### src/design/wpf_params.svh
// Wake packet filter constants, register map and timing counts
// What this block does
// - Armed frames pass standard address filter, then an enabled wake filter, to wake.
// - Every matching filter sets its own received bit in wake status.
// - Link-change enable bit 0 makes a link state change wake and set status.
// - No wake filtering until software sets the wake-mode enable bit.
// - With packet store enabled, the frame causing the wake is captured.
// - Stored frame length is readable; zero means nothing was captured.
// - Stored bytes 0 to 63 readable once software clears host wake.
// - Writing the stored-frame clear location drops the captured indication.
// - Each predefined filter works only while its enable bit is one.
// - Management-matched frames wake only if allowed by the management control bits.
// - Directed exact enable wakes on destination equal to a valid receive address.
// - Multicast wake indexes the multicast table with offset-selected destination bits.
// - Broadcast enable wakes on an all-ones six byte destination.
// - Address pattern only considered for broadcast, address zero or filter-passing destinations.
// - Pattern needs six or more 0xff bytes; next non-0xff byte starts address.
// - Pattern valid only if next 96 bytes are sixteen destination address copies (receive address zero copies for broadcast).
// - Broadcast passes address filtering for pattern wake even without broadcast accept.
// - Sync run and address copies may start at any byte after the six destination bytes.
// - Pattern frame also needs a valid address and a good CRC.
// - Nonvolatile pattern enable loads receive address zero at startup.
// - A matching pattern frame sets its status bit and signals a wake.
// - Wake event repeats every 50 ms while pending and host wake unchanged.
`ifndef WPF_PARAMS_SVH
`define WPF_PARAMS_SVH
`define WPF_REG_CTRL 7'h00
`define WPF_REG_STORE 7'h01
`define WPF_REG_WFC 7'h02
`define WPF_REG_WSTAT 7'h03
`define WPF_REG_RECEIVE_CONTROL 7'h04
`define WPF_REG_MGMT 7'h05
`define WPF_REG_RA0L 7'h06
`define WPF_REG_RA0H 7'h07
`define WPF_REG_MTA0 7'h08
`define WPF_REG_MTA1 7'h09
`define WPF_REG_PLEN 7'h0a
`define WPF_REG_PCLR 7'h0b
`define WPF_CTRL_MODE_BIT 2
`define WPF_CTRL_HOST_BIT 4
`define WPF_STORE_EN_BIT 4
`define WPF_WFC_NOMGMT_BIT 11
`define WPF_RECEIVE_CONTROL_MCOFF_LSB 3
`define WPF_RECEIVE_CONTROL_BAM_BIT 5
`define WPF_RA_VALID_BIT 31
`define WPF_ST_LINK 0
`define WPF_ST_PAT 1
`define WPF_ST_EXACT 2
`define WPF_ST_MC 3
`define WPF_ST_BC 4
`define WPF_SYNC_LEN 3'h6
`define WPF_COPIES_LAST 4'hf
`define WPF_RESEND_MS 50
`define WPF_CLK_NS 4
`endif

### src/design/wpf_pkg.sv
// Wake packet filter types
package wpf_pkg;
  typedef logic [7:0] wpf_byte_t;
  typedef enum logic [1:0] {
    WPF_SYNC = 2'b00,
    WPF_MATCH = 2'b01,
    WPF_FOUND = 2'b10
  } wpf_scan_t;
  typedef struct packed {
    wpf_scan_t st;
    logic [2:0] ff_cnt;
    logic [2:0] pos;
    logic [3:0] copies;
  } wpf_scan_st_t;
  typedef struct packed {
    logic [63:0][7:0] mem;
    logic [15:0] cnt;
    logic [15:0] len;
    logic cap;
  } wpf_store_st_t;
  typedef struct packed {
    logic init;
    logic waitreq;
    logic [31:0] rdata;
    logic mode_en;
    logic host_wake;
    logic store_en;
    logic [11:0] wfc;
    logic [4:0] wstat;
    logic [1:0] mc_off;
    logic bam;
    logic host_only;
    logic [47:0] ra0;
    logic ra0_v;
    logic [63:0] mta;
    logic [2:0] bcnt;
    logic [47:0] da;
    logic eval;
    logic ev_crc;
    logic ev_mgmt;
    logic ev_m2h;
    logic link_d;
    logic wake_ev;
    logic pend;
    logic [23:0] tmr;
  } wpf_top_st_t;
endpackage

### src/design/wpf_pattern_scan.sv
// Sixteen-copy address pattern scanner
`timescale 1ns/1ns
`default_nettype none
`include "wpf_params.svh"
module wpf_pattern_scan (
  // Clock and reset
  input wire logic clk,
  input wire logic rst_n,
  // Byte stream
  input wire logic start,
  input wire logic valid,
  input wire wpf_pkg::wpf_byte_t data,
  input wire logic [47:0] target,
  // Result
  output logic found
);
  import wpf_pkg::*;
  wpf_scan_st_t s_reg, s_next;
  wpf_byte_t exp_byte;

  always_comb begin
    s_next = s_reg;
    exp_byte = target[8*(5-s_reg.pos) +: 8];
    if (start) begin
      s_next = '0;
    end else if (valid) begin
      case (s_reg.st)
        WPF_SYNC: begin
          if (data == 8'hff) begin
            if (s_reg.ff_cnt != `WPF_SYNC_LEN) s_next.ff_cnt = s_reg.ff_cnt + 3'h1;
          end else if (s_reg.ff_cnt == `WPF_SYNC_LEN && data == exp_byte) begin
            s_next.st = WPF_MATCH;
            s_next.pos = 3'h1;
            s_next.copies = 4'h0;
          end else begin
            s_next.ff_cnt = 3'h0;
          end
        end
        WPF_MATCH: begin
          if (data == exp_byte) begin
            if (s_reg.pos == 3'h5) begin
              s_next.pos = 3'h0;
              if (s_reg.copies == `WPF_COPIES_LAST) s_next.st = WPF_FOUND;
              else s_next.copies = s_reg.copies + 4'h1;
            end else begin
              s_next.pos = s_reg.pos + 3'h1;
            end
          end else begin
            // Broken copy, hunt again from here
            s_next.st = WPF_SYNC;
            s_next.pos = 3'h0;
            s_next.copies = 4'h0;
            s_next.ff_cnt = (data == 8'hff) ? 3'h1 : 3'h0;
          end
        end
        WPF_FOUND: s_next = s_reg;
        default: s_next = '0;
      endcase
    end
  end

  always_ff @(posedge clk or negedge rst_n) begin
    if (!rst_n) s_reg <= '0;
    else s_reg <= s_next;
  end

  assign found = (s_reg.st == WPF_FOUND);
endmodule
`default_nettype wire

### src/design/wpf_frame_store.sv
// Wake frame storage, 64 bytes with length
`timescale 1ns/1ns
`default_nettype none
module wpf_frame_store (
  // Clock and reset
  input wire logic clk,
  input wire logic rst_n,
  // Frame bytes
  input wire logic wr_valid,
  input wire logic wr_sof,
  input wire wpf_pkg::wpf_byte_t wr_data,
  // Control
  input wire logic commit,
  input wire logic clear,
  // Read side
  input wire logic [5:0] rd_idx,
  output wpf_pkg::wpf_byte_t rd_data,
  output logic captured,
  output logic [15:0] length
);
  import wpf_pkg::*;
  wpf_store_st_t s_reg, s_next;
  logic [15:0] idx;

  always_comb begin
    s_next = s_reg;
    idx = wr_sof ? 16'h0 : s_reg.cnt;
    // Held frame is frozen until cleared
    if (wr_valid && !s_reg.cap && !commit) begin
      if (idx < 16'd64) s_next.mem[idx[5:0]] = wr_data;
      if (idx != 16'hffff) s_next.cnt = idx + 16'h1;
    end
    if (clear) begin
      s_next.cap = 1'b0;
      s_next.len = 16'h0;
    end
    if (commit) begin
      s_next.cap = 1'b1;
      s_next.len = s_reg.cnt;
    end
  end

  always_ff @(posedge clk or negedge rst_n) begin
    if (!rst_n) s_reg <= '0;
    else s_reg <= s_next;
  end

  assign rd_data = s_reg.mem[rd_idx];
  assign captured = s_reg.cap;
  assign length = s_reg.len;
endmodule
`default_nettype wire

### src/design/wpf_top.sv
// Wake packet filter top with Avalon-MM register slave
`timescale 1ns/1ns
`default_nettype none
`include "wpf_params.svh"
module wpf_top #(
  parameter int RESEND_CYCLES = `WPF_RESEND_MS * 1000000 / `WPF_CLK_NS
) (
  // Clock and reset
  input wire logic clk,
  input wire logic rst_n,
  // Avalon-MM slave
  input wire logic [6:0] avs_address,
  input wire logic avs_read,
  input wire logic avs_write,
  input wire logic [31:0] avs_writedata,
  output logic [31:0] avs_readdata,
  output logic avs_waitrequest,
  // Receive byte stream
  input wire logic rx_valid,
  input wire logic rx_sof,
  input wire logic rx_eof,
  input wire wpf_pkg::wpf_byte_t rx_data,
  input wire logic rx_crc_ok,
  input wire logic mgmt_filter_pass,
  input wire logic mgmt_to_host,
  // Link and startup configuration
  input wire logic link_up,
  input wire logic nvm_pattern_wake_en,
  input wire logic [47:0] nvm_station_addr,
  // Wake event to LAN controller
  output logic wake_event
);
  import wpf_pkg::*;
  wpf_top_st_t s_reg, s_next;
  logic req, acc, wr_acc, hw_chg, expire, commit, pclr;
  logic is_bc, exact, is_mc, addr_ok, pat_addr, mgmt_ok, qual, link_hit;
  logic [4:0] hits;
  logic [5:0] mc_idx;
  logic found, captured, scan_start, scan_valid;
  logic [15:0] plen;
  wpf_byte_t pkt_byte;
  logic [47:0] scan_target;

  // ****************************************
  // Address pattern scanner and frame store
  // ****************************************
  assign scan_start = rx_valid && rx_sof;
  assign scan_valid = rx_valid && !rx_sof && (s_reg.bcnt == 3'h6);
  // Broadcast frames carry the station address in the pattern
  assign scan_target = is_bc ? s_reg.ra0 : s_reg.da;

  wpf_pattern_scan u_scan (
    .clk(clk),
    .rst_n(rst_n),
    .start(scan_start),
    .valid(scan_valid),
    .data(rx_data),
    .target(scan_target),
    .found(found)
  );

  wpf_frame_store u_store (
    .clk(clk),
    .rst_n(rst_n),
    .wr_valid(rx_valid),
    .wr_sof(rx_sof),
    .wr_data(rx_data),
    .commit(commit),
    .clear(pclr),
    .rd_idx(avs_address[5:0]),
    .rd_data(pkt_byte),
    .captured(captured),
    .length(plen)
  );

  // ****************************************
  // Filters, status, bus and resend timer
  // ****************************************
  always_comb begin
    s_next = s_reg;
    // Address filters on the captured destination
    is_bc = &s_reg.da;
    exact = s_reg.ra0_v && (s_reg.da == s_reg.ra0);
    mc_idx = 6'(s_reg.da[15:0] >> {s_reg.mc_off, 1'b0});
    is_mc = s_reg.da[40] && !is_bc && s_reg.mta[mc_idx];
    addr_ok = exact || is_mc || (is_bc && s_reg.bam);
    pat_addr = exact || is_mc || is_bc;
    mgmt_ok = !s_reg.ev_mgmt || !s_reg.wfc[`WPF_WFC_NOMGMT_BIT]
              || (s_reg.host_only && s_reg.ev_m2h);
    qual = s_reg.eval && s_reg.mode_en && s_reg.ev_crc && mgmt_ok;
    hits = 5'h0;
    hits[`WPF_ST_PAT] = qual && s_reg.wfc[`WPF_ST_PAT] && pat_addr && found;
    hits[`WPF_ST_EXACT] = qual && s_reg.wfc[`WPF_ST_EXACT] && exact;
    hits[`WPF_ST_MC] = qual && s_reg.wfc[`WPF_ST_MC] && is_mc;
    hits[`WPF_ST_BC] = qual && s_reg.wfc[`WPF_ST_BC] && is_bc && addr_ok;
    link_hit = s_reg.mode_en && s_reg.wfc[`WPF_ST_LINK] && (link_up != s_reg.link_d);
    commit = (|hits) && s_reg.store_en && !captured;

    // Bus handshake: one wait cycle, then a one-cycle answer
    req = avs_read || avs_write;
    acc = req && !s_reg.waitreq;
    wr_acc = acc && avs_write;
    s_next.waitreq = !(req && s_reg.waitreq);
    pclr = wr_acc && (avs_address == `WPF_REG_PCLR);
    hw_chg = wr_acc && (avs_address == `WPF_REG_CTRL)
             && (avs_writedata[`WPF_CTRL_HOST_BIT] != s_reg.host_wake);
    if (req && s_reg.waitreq && avs_read) begin
      s_next.rdata = 32'h0;
      case (avs_address)
        `WPF_REG_CTRL: begin
          s_next.rdata[`WPF_CTRL_MODE_BIT] = s_reg.mode_en;
          s_next.rdata[`WPF_CTRL_HOST_BIT] = s_reg.host_wake;
        end
        `WPF_REG_STORE: s_next.rdata[`WPF_STORE_EN_BIT] = s_reg.store_en;
        `WPF_REG_WFC: s_next.rdata[11:0] = s_reg.wfc;
        `WPF_REG_WSTAT: s_next.rdata[4:0] = s_reg.wstat;
        `WPF_REG_RECEIVE_CONTROL: begin
          s_next.rdata[`WPF_RECEIVE_CONTROL_MCOFF_LSB +: 2] = s_reg.mc_off;
          s_next.rdata[`WPF_RECEIVE_CONTROL_BAM_BIT] = s_reg.bam;
        end
        `WPF_REG_MGMT: s_next.rdata[0] = s_reg.host_only;
        `WPF_REG_RA0L: s_next.rdata = s_reg.ra0[31:0];
        `WPF_REG_RA0H: begin
          s_next.rdata[15:0] = s_reg.ra0[47:32];
          s_next.rdata[`WPF_RA_VALID_BIT] = s_reg.ra0_v;
        end
        `WPF_REG_MTA0: s_next.rdata = s_reg.mta[31:0];
        `WPF_REG_MTA1: s_next.rdata = s_reg.mta[63:32];
        `WPF_REG_PLEN: s_next.rdata[15:0] = plen;
        default: begin
          // Stored frame window; hidden while host wake is still set
          if (avs_address[6] && !s_reg.host_wake) s_next.rdata[7:0] = pkt_byte;
        end
      endcase
    end
    if (wr_acc) begin
      case (avs_address)
        `WPF_REG_CTRL: begin
          s_next.mode_en = avs_writedata[`WPF_CTRL_MODE_BIT];
          s_next.host_wake = avs_writedata[`WPF_CTRL_HOST_BIT];
        end
        `WPF_REG_STORE: s_next.store_en = avs_writedata[`WPF_STORE_EN_BIT];
        `WPF_REG_WFC: s_next.wfc = avs_writedata[11:0];
        `WPF_REG_RECEIVE_CONTROL: begin
          s_next.mc_off = avs_writedata[`WPF_RECEIVE_CONTROL_MCOFF_LSB +: 2];
          s_next.bam = avs_writedata[`WPF_RECEIVE_CONTROL_BAM_BIT];
        end
        `WPF_REG_MGMT: s_next.host_only = avs_writedata[0];
        `WPF_REG_RA0L: s_next.ra0[31:0] = avs_writedata;
        `WPF_REG_RA0H: begin
          s_next.ra0[47:32] = avs_writedata[15:0];
          s_next.ra0_v = avs_writedata[`WPF_RA_VALID_BIT];
        end
        `WPF_REG_MTA0: s_next.mta[31:0] = avs_writedata;
        `WPF_REG_MTA1: s_next.mta[63:32] = avs_writedata;
        default: s_next.init = s_reg.init;
      endcase
    end

    // Station address from nonvolatile store after reset release
    s_next.init = 1'b1;
    if (!s_reg.init && nvm_pattern_wake_en) begin
      s_next.ra0 = nvm_station_addr;
      s_next.ra0_v = 1'b1;
    end

    // Receive front end: destination bytes and end-of-frame facts
    s_next.eval = rx_valid && rx_eof;
    if (rx_valid) begin
      if (rx_sof || s_reg.bcnt != 3'h6) s_next.da = {s_reg.da[39:0], rx_data};
      if (rx_sof) s_next.bcnt = 3'h1;
      else if (s_reg.bcnt != 3'h6) s_next.bcnt = s_reg.bcnt + 3'h1;
      if (rx_eof) begin
        s_next.ev_crc = rx_crc_ok;
        s_next.ev_mgmt = mgmt_filter_pass;
        s_next.ev_m2h = mgmt_to_host;
      end
    end
    s_next.link_d = link_up;

    // Sticky status: set wins over a software clear
    if (wr_acc && avs_address == `WPF_REG_WSTAT) s_next.wstat = s_reg.wstat & ~avs_writedata[4:0];
    s_next.wstat = s_next.wstat | hits;
    if (link_hit) s_next.wstat[`WPF_ST_LINK] = 1'b1;

    // Resend timer
    expire = s_reg.pend && !hw_chg && (s_reg.tmr == 24'(RESEND_CYCLES - 1));
    if (!s_reg.pend || hw_chg || expire) s_next.tmr = 24'h0;
    else s_next.tmr = s_reg.tmr + 24'h1;
    if ((|hits) || link_hit) s_next.pend = 1'b1;
    else if (!s_next.mode_en || s_next.wstat == 5'h0) s_next.pend = 1'b0;
    s_next.wake_ev = (|hits) || link_hit || expire;
  end

  always_ff @(posedge clk or negedge rst_n) begin
    if (!rst_n) begin
      s_reg <= '0;
      s_reg.waitreq <= 1'b1;
    end else begin
      s_reg <= s_next;
    end
  end

  assign avs_readdata = s_reg.rdata;
  assign avs_waitrequest = s_reg.waitreq;
  assign wake_event = s_reg.wake_ev;
endmodule
`default_nettype wire

### config.mk
export PLATFORM = sky130hd
export DESIGN_NAME = wpf_top
export DESIGN_NICKNAME = d
export VERILOG_FILES = /design/src/design/wpf_pkg.sv /design/src/design/wpf_pattern_scan.sv /design/src/design/wpf_frame_store.sv /design/src/design/wpf_top.sv
export VERILOG_INCLUDE_DIRS = /design/src /design/src/design
export SDC_FILE = /design/constraint.sdc
export NUM_CORES = 1
export LEC_CHECK = 0
export BUFFER_PORTS_ARGS = -buffer_cell sky130_fd_sc_hd__buf_2
export CAP_MARGIN = 10
export CORE_ASPECT_RATIO = 1.1
export CORE_UTILIZATION = 55
export DETAILED_ROUTE_END_ITERATION = 8
export HOLD_SLACK_MARGIN = 0.06
export MAX_ROUTING_LAYER = met4
export PLACE_DENSITY = 0.71
export SETUP_SLACK_MARGIN = 0.15
export SLEW_MARGIN = 0
export SYNTH_ARGS = -nofsm -noshare
export SYNTH_HDL_FRONTEND = slang
export SYNTH_SLANG_ARGS = --single-unit
### constraint.sdc
create_clock -name clk -period 10.5 [get_ports clk]
set_clock_uncertainty 0.2 [all_clocks]
set_input_delay 0.525 -clock clk [delete_from_list [all_inputs] [get_ports clk]]
set_output_delay 0.525 -clock clk [all_outputs]
set_load 0.05 [all_outputs]
---- Word-level counts from Yosys, hierarchy flattened ----
Index checks and enable logic that the tools add are counted.
cells by class
  $add $sub $neg .......................... 7
  $lt $le $gt $ge ......................... 5
  equal/unequal tests ..................... 35
  shifts and indexed selects .............. 2
  mux-type cells .......................... 60
  bitwise logic cells ..................... 3
  reductions and logical operators ........ 103
operators with widths
  cell                     count
  $bwmux W512              1
  $mux W113                1
  $mux W32                 3
  $mux W49                 1
  $bmux W8 S6              1
  $demux W8 S6             1
  $eq A48 B48 Y1           1
  $mux W48                 1
  $reduce_and A48 Y1       1
  $shiftx A48 B33 Y8       1
  $pmux W15 S3             1
  $logic_and A1 B1 Y1      42
  $mux W12                 3
  $pmux W12 S3             1
  $mux W17                 2
  $mux W16                 2
  $eq A7 B3 Y1 const B     4
  $eq A7 B4 Y1 const B     4
  $reduce_and A2 Y1        14
  $pmux W1 S9              3
  $add A24 B1 Y24 const B  1
  $eq A24 B24 Y1 const B   1
  $mux W24                 1
  $mux W8                  3
  52 further kinds         121
word-level totals
  bits in registers ....................... 810
  input port bits ......................... 107
  output and inout port bits .............. 34
  logic and storage cells ................. 312

---- Longest topological paths before layout ----
  depth after elaboration ................. 14
  mapped depth ............................ 16
  gate-level depth less buffers ........... 13

---- By module ----
A second synthesis with hierarchy kept.
second synthesis, totals
  cell total of the unflattened synthesis .. 3114
  area, all modules ....................... 40888.0 um2
modules (own cells, without submodules)
  module            times used  cells each  area an instance (um2)  sequential area each (um2)
  wpf_frame_store   1           1696        25804.7                 13638.1
  wpf_top           1           1270        13660.6                 6332.3
  wpf_pattern_scan  1           148         1422.6                  300.3

---- Worst setup path after synthesis ----
OpenSTA, ideal clock, no wires.
  path kind ............................... reg2reg
  start ................................... register s_reg[197] (netlist name)
  end ..................................... register u_store.s_reg[185] (netlist name)
  setup time .............................. 0.125 ns
  data arrival time ....................... 4.042 ns
  required time ........................... 10.175 ns
  path slack .............................. 6.133 ns
  cell stages (with the launch flop) ...... 14
  buffers on the path ..................... 2
  period minus slack after synthesis ...... 4.367 ns
  cells stage by stage .................... dfrtp_1 > buf_6 > mux2i_1 > mux4_2 > mux4_2 > nand3_1 > or4b_1 > o311ai_1 > a21oi_2 > o21ba_2 > or3_1 > buf_2 > nor2_4 > mux2_2
between the ends
  longest elaborated chain between the ends .. 14
  elaborated cells between the ends (all ways) .. 17
  classes of those cells .................. shift: 1; mux: 2; reduce/logical: 14
ends and longest elaborated chain
  element                                 line                          source
  start: declaration                      wpf_top.sv:34                 wpf_top_st_t s_reg, s_next;
  start signal: assignment                wpf_top.sv:200                s_reg <= s_next;
  $shr A16 B3 Y6 (*)                      wpf_top.sv:84                 mc_idx = 6'(s_reg.da[15:0] >> {s_reg.mc_off, 1'b0});
  $bmux W1 S6 (*)                         wpf_top.sv:85                 is_mc = s_reg.da[40] && !is_bc && s_reg.mta[mc_idx];
  $mux W1 (not written as such) (*)       wpf_top.sv:85
  $logic_and A1 B1 Y1 (*)                 wpf_top.sv:85
  $logic_or A1 B1 Y1                      wpf_top.sv:86, wpf_top.sv:87
  $logic_or A1 B1 Y1                      wpf_top.sv:87                 pat_addr = exact || is_mc || is_bc;
  $logic_and A1 B1 Y1 (2 in series)       wpf_top.sv:92                 hits[`WPF_ST_PAT] = qual && s_reg.wfc[`WPF_ST_PAT] && pat_addr && found;
  $reduce_or A4 Y1 (*)                    wpf_top.sv:97                 commit = (|hits) && s_reg.store_en && !captured;
  $logic_and A1 B1 Y1 (*) (2 in series)   wpf_top.sv:97
  $logic_not A1 Y1 (*)                    wpf_frame_store.sv:29         if (wr_valid && !s_reg.cap && !commit) begin
  $logic_and A1 B1 Y1 (*)                 wpf_frame_store.sv:29
  $reduce_and A2 Y1 (no source line) (*)  --
  end signal: assignment                  wpf_frame_store.sv:45         else s_reg <= s_next;
  end: declaration                        wpf_frame_store.sv:22         wpf_store_st_t s_reg, s_next;
Mark *: on every way between the ends. The rest lies on a longest branch, timed or not. The select of a mux whose other input is x is not followed.
A chain may end at the register's enable or synchronous reset.

---- Worst setup path after layout ----
  start ................................... register s_reg[197] (netlist name)
  end ..................................... register u_store.s_reg[504] (netlist name)
The elaborated chain is that of the path after synthesis.

==> out/summary.md <==
The clock tree synthesis step divided the H-tree into 3 levels. TritonCTS built the clock tree. Each instance of the synthesized netlist takes up on average 13.2 um^2.

The tools report the critical path launch point type as a flip-flop. The top cell types in the final layout, fill and taps aside, are dfrtp_1 (809), mux2_2 (581), nand2_1 (209), mux4_2 (183), buf_2 (138). For this configuration, the core starts out at a cell density of 55.6%. The wire-length estimate of the detail-placed layout is 76800 um. The layer flagged by global routing as most heavily used is met2. Entering global routing, the biggest net connects 162 pins.

The tools report the type of destination of the critical path as a flip-flop. The number of nets in the synthesized netlist is 3135. The final cell count without fillers was 4159; the number of distinct library cell variants in the gate-level netlist after synthesis was 83. The worst path needs 6100 ps of the cycle, external delays included. The number of global-route vias before repair was 28200. Setup repair after global routing left no endpoint under its margin.

STA puts the critical path data required time at 10810 ps. Dividing the detail-routed wire length by the instance count gives 27.9 um. After clock tree synthesis, the clock-pin slew on the worst setup and hold paths is 60 ps. The logs give 6400 ps for the data arrival at the endpoint of the critical path and 0.000162 V for the worst IR drop on VDD. For this run, global-route usage on met1 was measured as 41.8%. The routed layout has 26900 vias.

The number of gates resized after CTS was 0. Portion of the clock cycle consumed by the worst path in the final layout: 58.1%. For this run, the number of Yosys warnings is 0. The count of pins over their slew limit came out at 0. For the detailed-router iteration count before antenna repair, the log shows 8.

Setup violations remaining at the end of the flow were counted as 0. The worst hold path cell count is 2. Derived from the worst setup path, the maximum achievable clock frequency is 164 MHz.

The number of buffers added for setup after CTS came out at 0. After clock tree synthesis, the flow added hold-fix buffers numbering 105. The category of the most critical setup path was reg -> reg.

The tools report the placer congestion estimate as 0.965. The die span in y was 285 um; the pin slew with the least headroom to its limit was 1270 ps. The tools report the clock root buffer as clkbuf_16.

The run finished with clean final reports. The share of layout cells above drive strength 1 was 36.1%; the first-iteration detailed-routing DRC count was 2573. The number of cells on the worst reg-to-reg path is 12.

For this design the top-level I/O count stands at 141. The total overflow left after global routing is 0. The tool flagged a number of max-cap violations equal to 0.

For the DRC violation count after routing, the log shows 0. The power per cell area came out at 160 nW/um^2. Measured along the x axis, the die boundary spans 259 um. The count of buffers added on input and output ports is 140. Summing every instance area after synthesis gives 39900 um^2.

The clock latency on the worst-skew pair came out at 640 ps. Most common cell after layout, fill and taps aside: dfrtp_1. The tools report the global-route wire length before repair as 178000 um. The register with the most flip-flops in the layout has 528 of them. The number of flops mapped to enable cells by yosys is 0, and the final hold violation count is 0. Clock tree synthesis found a total of 810 sinks.

Measured against its own limit, the worst slew margin works out to 15.3%. The number of antenna violations at the first check in global routing is 0, and the area overhead of the layout relative to synthesis is 12.5%. The cell count after placement was 3900; the async set-reset flop share out of synthesis was 100%. The combined global-route utilization of all metal layers is 33.0%, and the maximum fanout along the worst path is 32. After synthesis the netlist holds a flip-flop and latch count of 810.

The maximum clock path buffer count was 3. Traced cell by cell, the critical path runs through mux4_2 -> mux4_2 -> mux2i_1 -> o22ai_1 -> or4b_1 -> o311ai_1 -> a21oi_2 -> o21bai_2 -> buf_4 -> nand3_1 -> nor2_2 -> mux2_2. The detail route stage leaves a number of antenna-violating nets equal to 0. The total CTS buffers was 85.

In the final design database the tool counted 3265 nets. In this design, the critical path's most frequently occurring cell is mux4_2. Of the synthesized area, sequential elements account for 50.7%. The number of core rows is 103, and the post-place setup slack is 4450 ps. The run gives 4400 ps as the final worst setup slack. On the worst path, the slowest cell contributes a delay of 870 ps. The run gives 52.5% as the global-route met2 utilization. On the critical path, the stage with the largest delay is an instance of mux4_2.

Global routing used 4.15% of the available met3 tracks. After detailed routing, the number of vias per cell comes to 6.47. The type of the most critical hold path is in -> reg. Setup total negative slack on the finished layout was measured at 0 ps.

The full die area was 73700 um^2. The logs give 3018 for the cell count after synthesis and 20.9 nW for the static leakage power. In the synthesized netlist the dominant register cell turns out to be dfrtp_1.

The total area inside the core boundary comes to 71800 um^2. The run gives 116000 um as the overall routed net length.
## cell families after synthesis
logic type | share of synthesized area, %
adders and majority gates | 0.313
other | 0.00939
DFF | 50.7
xor gates and xnor gates | 1.45
buffers and inverters | 2.97
and+or+nand+nor | 8.10
AOI/OAI and AO/OA | 5.30
muxes | 31.1
## area by class of cell
cell class	count	area, um^2
Timing Repair Buffer	285	2100
Fill cell	5348	26800
Clock buffer	117	2410
Tap cell	945	1180
Antenna cell	2	5.00
Multi-Input combinational cell	1933	18500
Clock inverter	34	343
Inverter	33	124
Sequential cell	810	20300
## final timing paths
| kind | end | slack, ps | startpoint |
|---|---|---|---|
| max | u_store.s_reg[504]$_DFFE_PN0P_ | 4400 | s_reg[197]$_DFFE_PN0P_ |
| min | s_reg[87]$_DFFE_PN0P_ | 120 | avs_writedata[5] |
| max reg2reg | u_store.s_reg[504]$_DFFE_PN0P_ | 4400 | s_reg[197]$_DFFE_PN0P_ |
| min reg2reg | avs_readdata[21]$_DFFE_PN0P_ | 280 | avs_readdata[21]$_DFFE_PN0P_ |
| max in group asynchronous | u_store.s_reg[202]$_DFFE_PN0P_ | 7320 | rst_n |
| min in group asynchronous | avs_readdata[19]$_DFFE_PN0P_ | 350 | rst_n |
## per-stage QoR
step | utilization (%) | instance area (um^2) | hold slack [ps] | total power [W]
floorplan | - | 39900 | 29.4 | 0.00385
global placement | 57.3 | 41100 | 262 | 0.00417
detailed placement | 57.3 | 41100 | 266 | 0.00419
CTS | 62.6 | 44900 | 84.5 | 0.00723
global route | 62.6 | 44900 | 112 | 0.00743
finish | 62.6 | 44900 | 116 | 0.00720
## synthesized netlist by cell type (9+ instances only)
cell type	n	share of area, %
nor4_1	43	0.67
buf_4	34	0.64
nor3_1	15	0.19
and3_1	18	0.28
nor2_2	28	0.44
buf_1	32	0.30
nor2_1	89	0.84
clkbuf_1	165	1.6
mux2_1	67	1.9
buf_2	9	0.11
or4_1	12	0.23
mux2_2	581	16
mux4_2	183	10
nand2_1	210	2.0
nor2b_1	20	0.31
a221oi_1	16	0.35
ha_1	10	0.31
inv_1	32	0.30
nand2b_1	9	0.14
xor2_1	48	1.1
and2_1	13	0.20
a31oi_1	12	0.19
dfrtp_1	809	51
o21ai_0	124	1.6
a21oi_1	33	0.41
mux2i_1	101	2.5
nand4_1	26	0.41
o41ai_1	13	0.29
a222oi_1	17	0.43
nor2_4	21	0.59
nand3_1	67	0.84
xnor2_1	18	0.39
o211ai_1	17	0.32
## critical path: cells and delay by family (launching register included)
family                 cells  cell delay, ps
AND/OR/NAND/NOR            3            2040
flip-flops                 1             660
multiplexers               4            2030
AO/OA/AOI/OAI              4             660
buffers and inverters      1             340
## layer usage
metal / up-vias / part of all wire, % / wire (um)
met2: 1084 / 49 / 56900
met4: 0 / 5.5 / 6370
met3: 268 / 5.9 / 6840
met5: - / 0 / 0
li1: 11400 / - / -
met1: 14200 / 40 / 46000
## power breakdown
group | switching (W) | internal (W) | total, W
clock | 0.00128 | 0.00173 | 0.00301
sequential | 0.000218 | 0.00324 | 0.00345
combinational | 0.000440 | 0.000298 | 0.000738
Note: power is estimated with default switching activity, not from simulation.
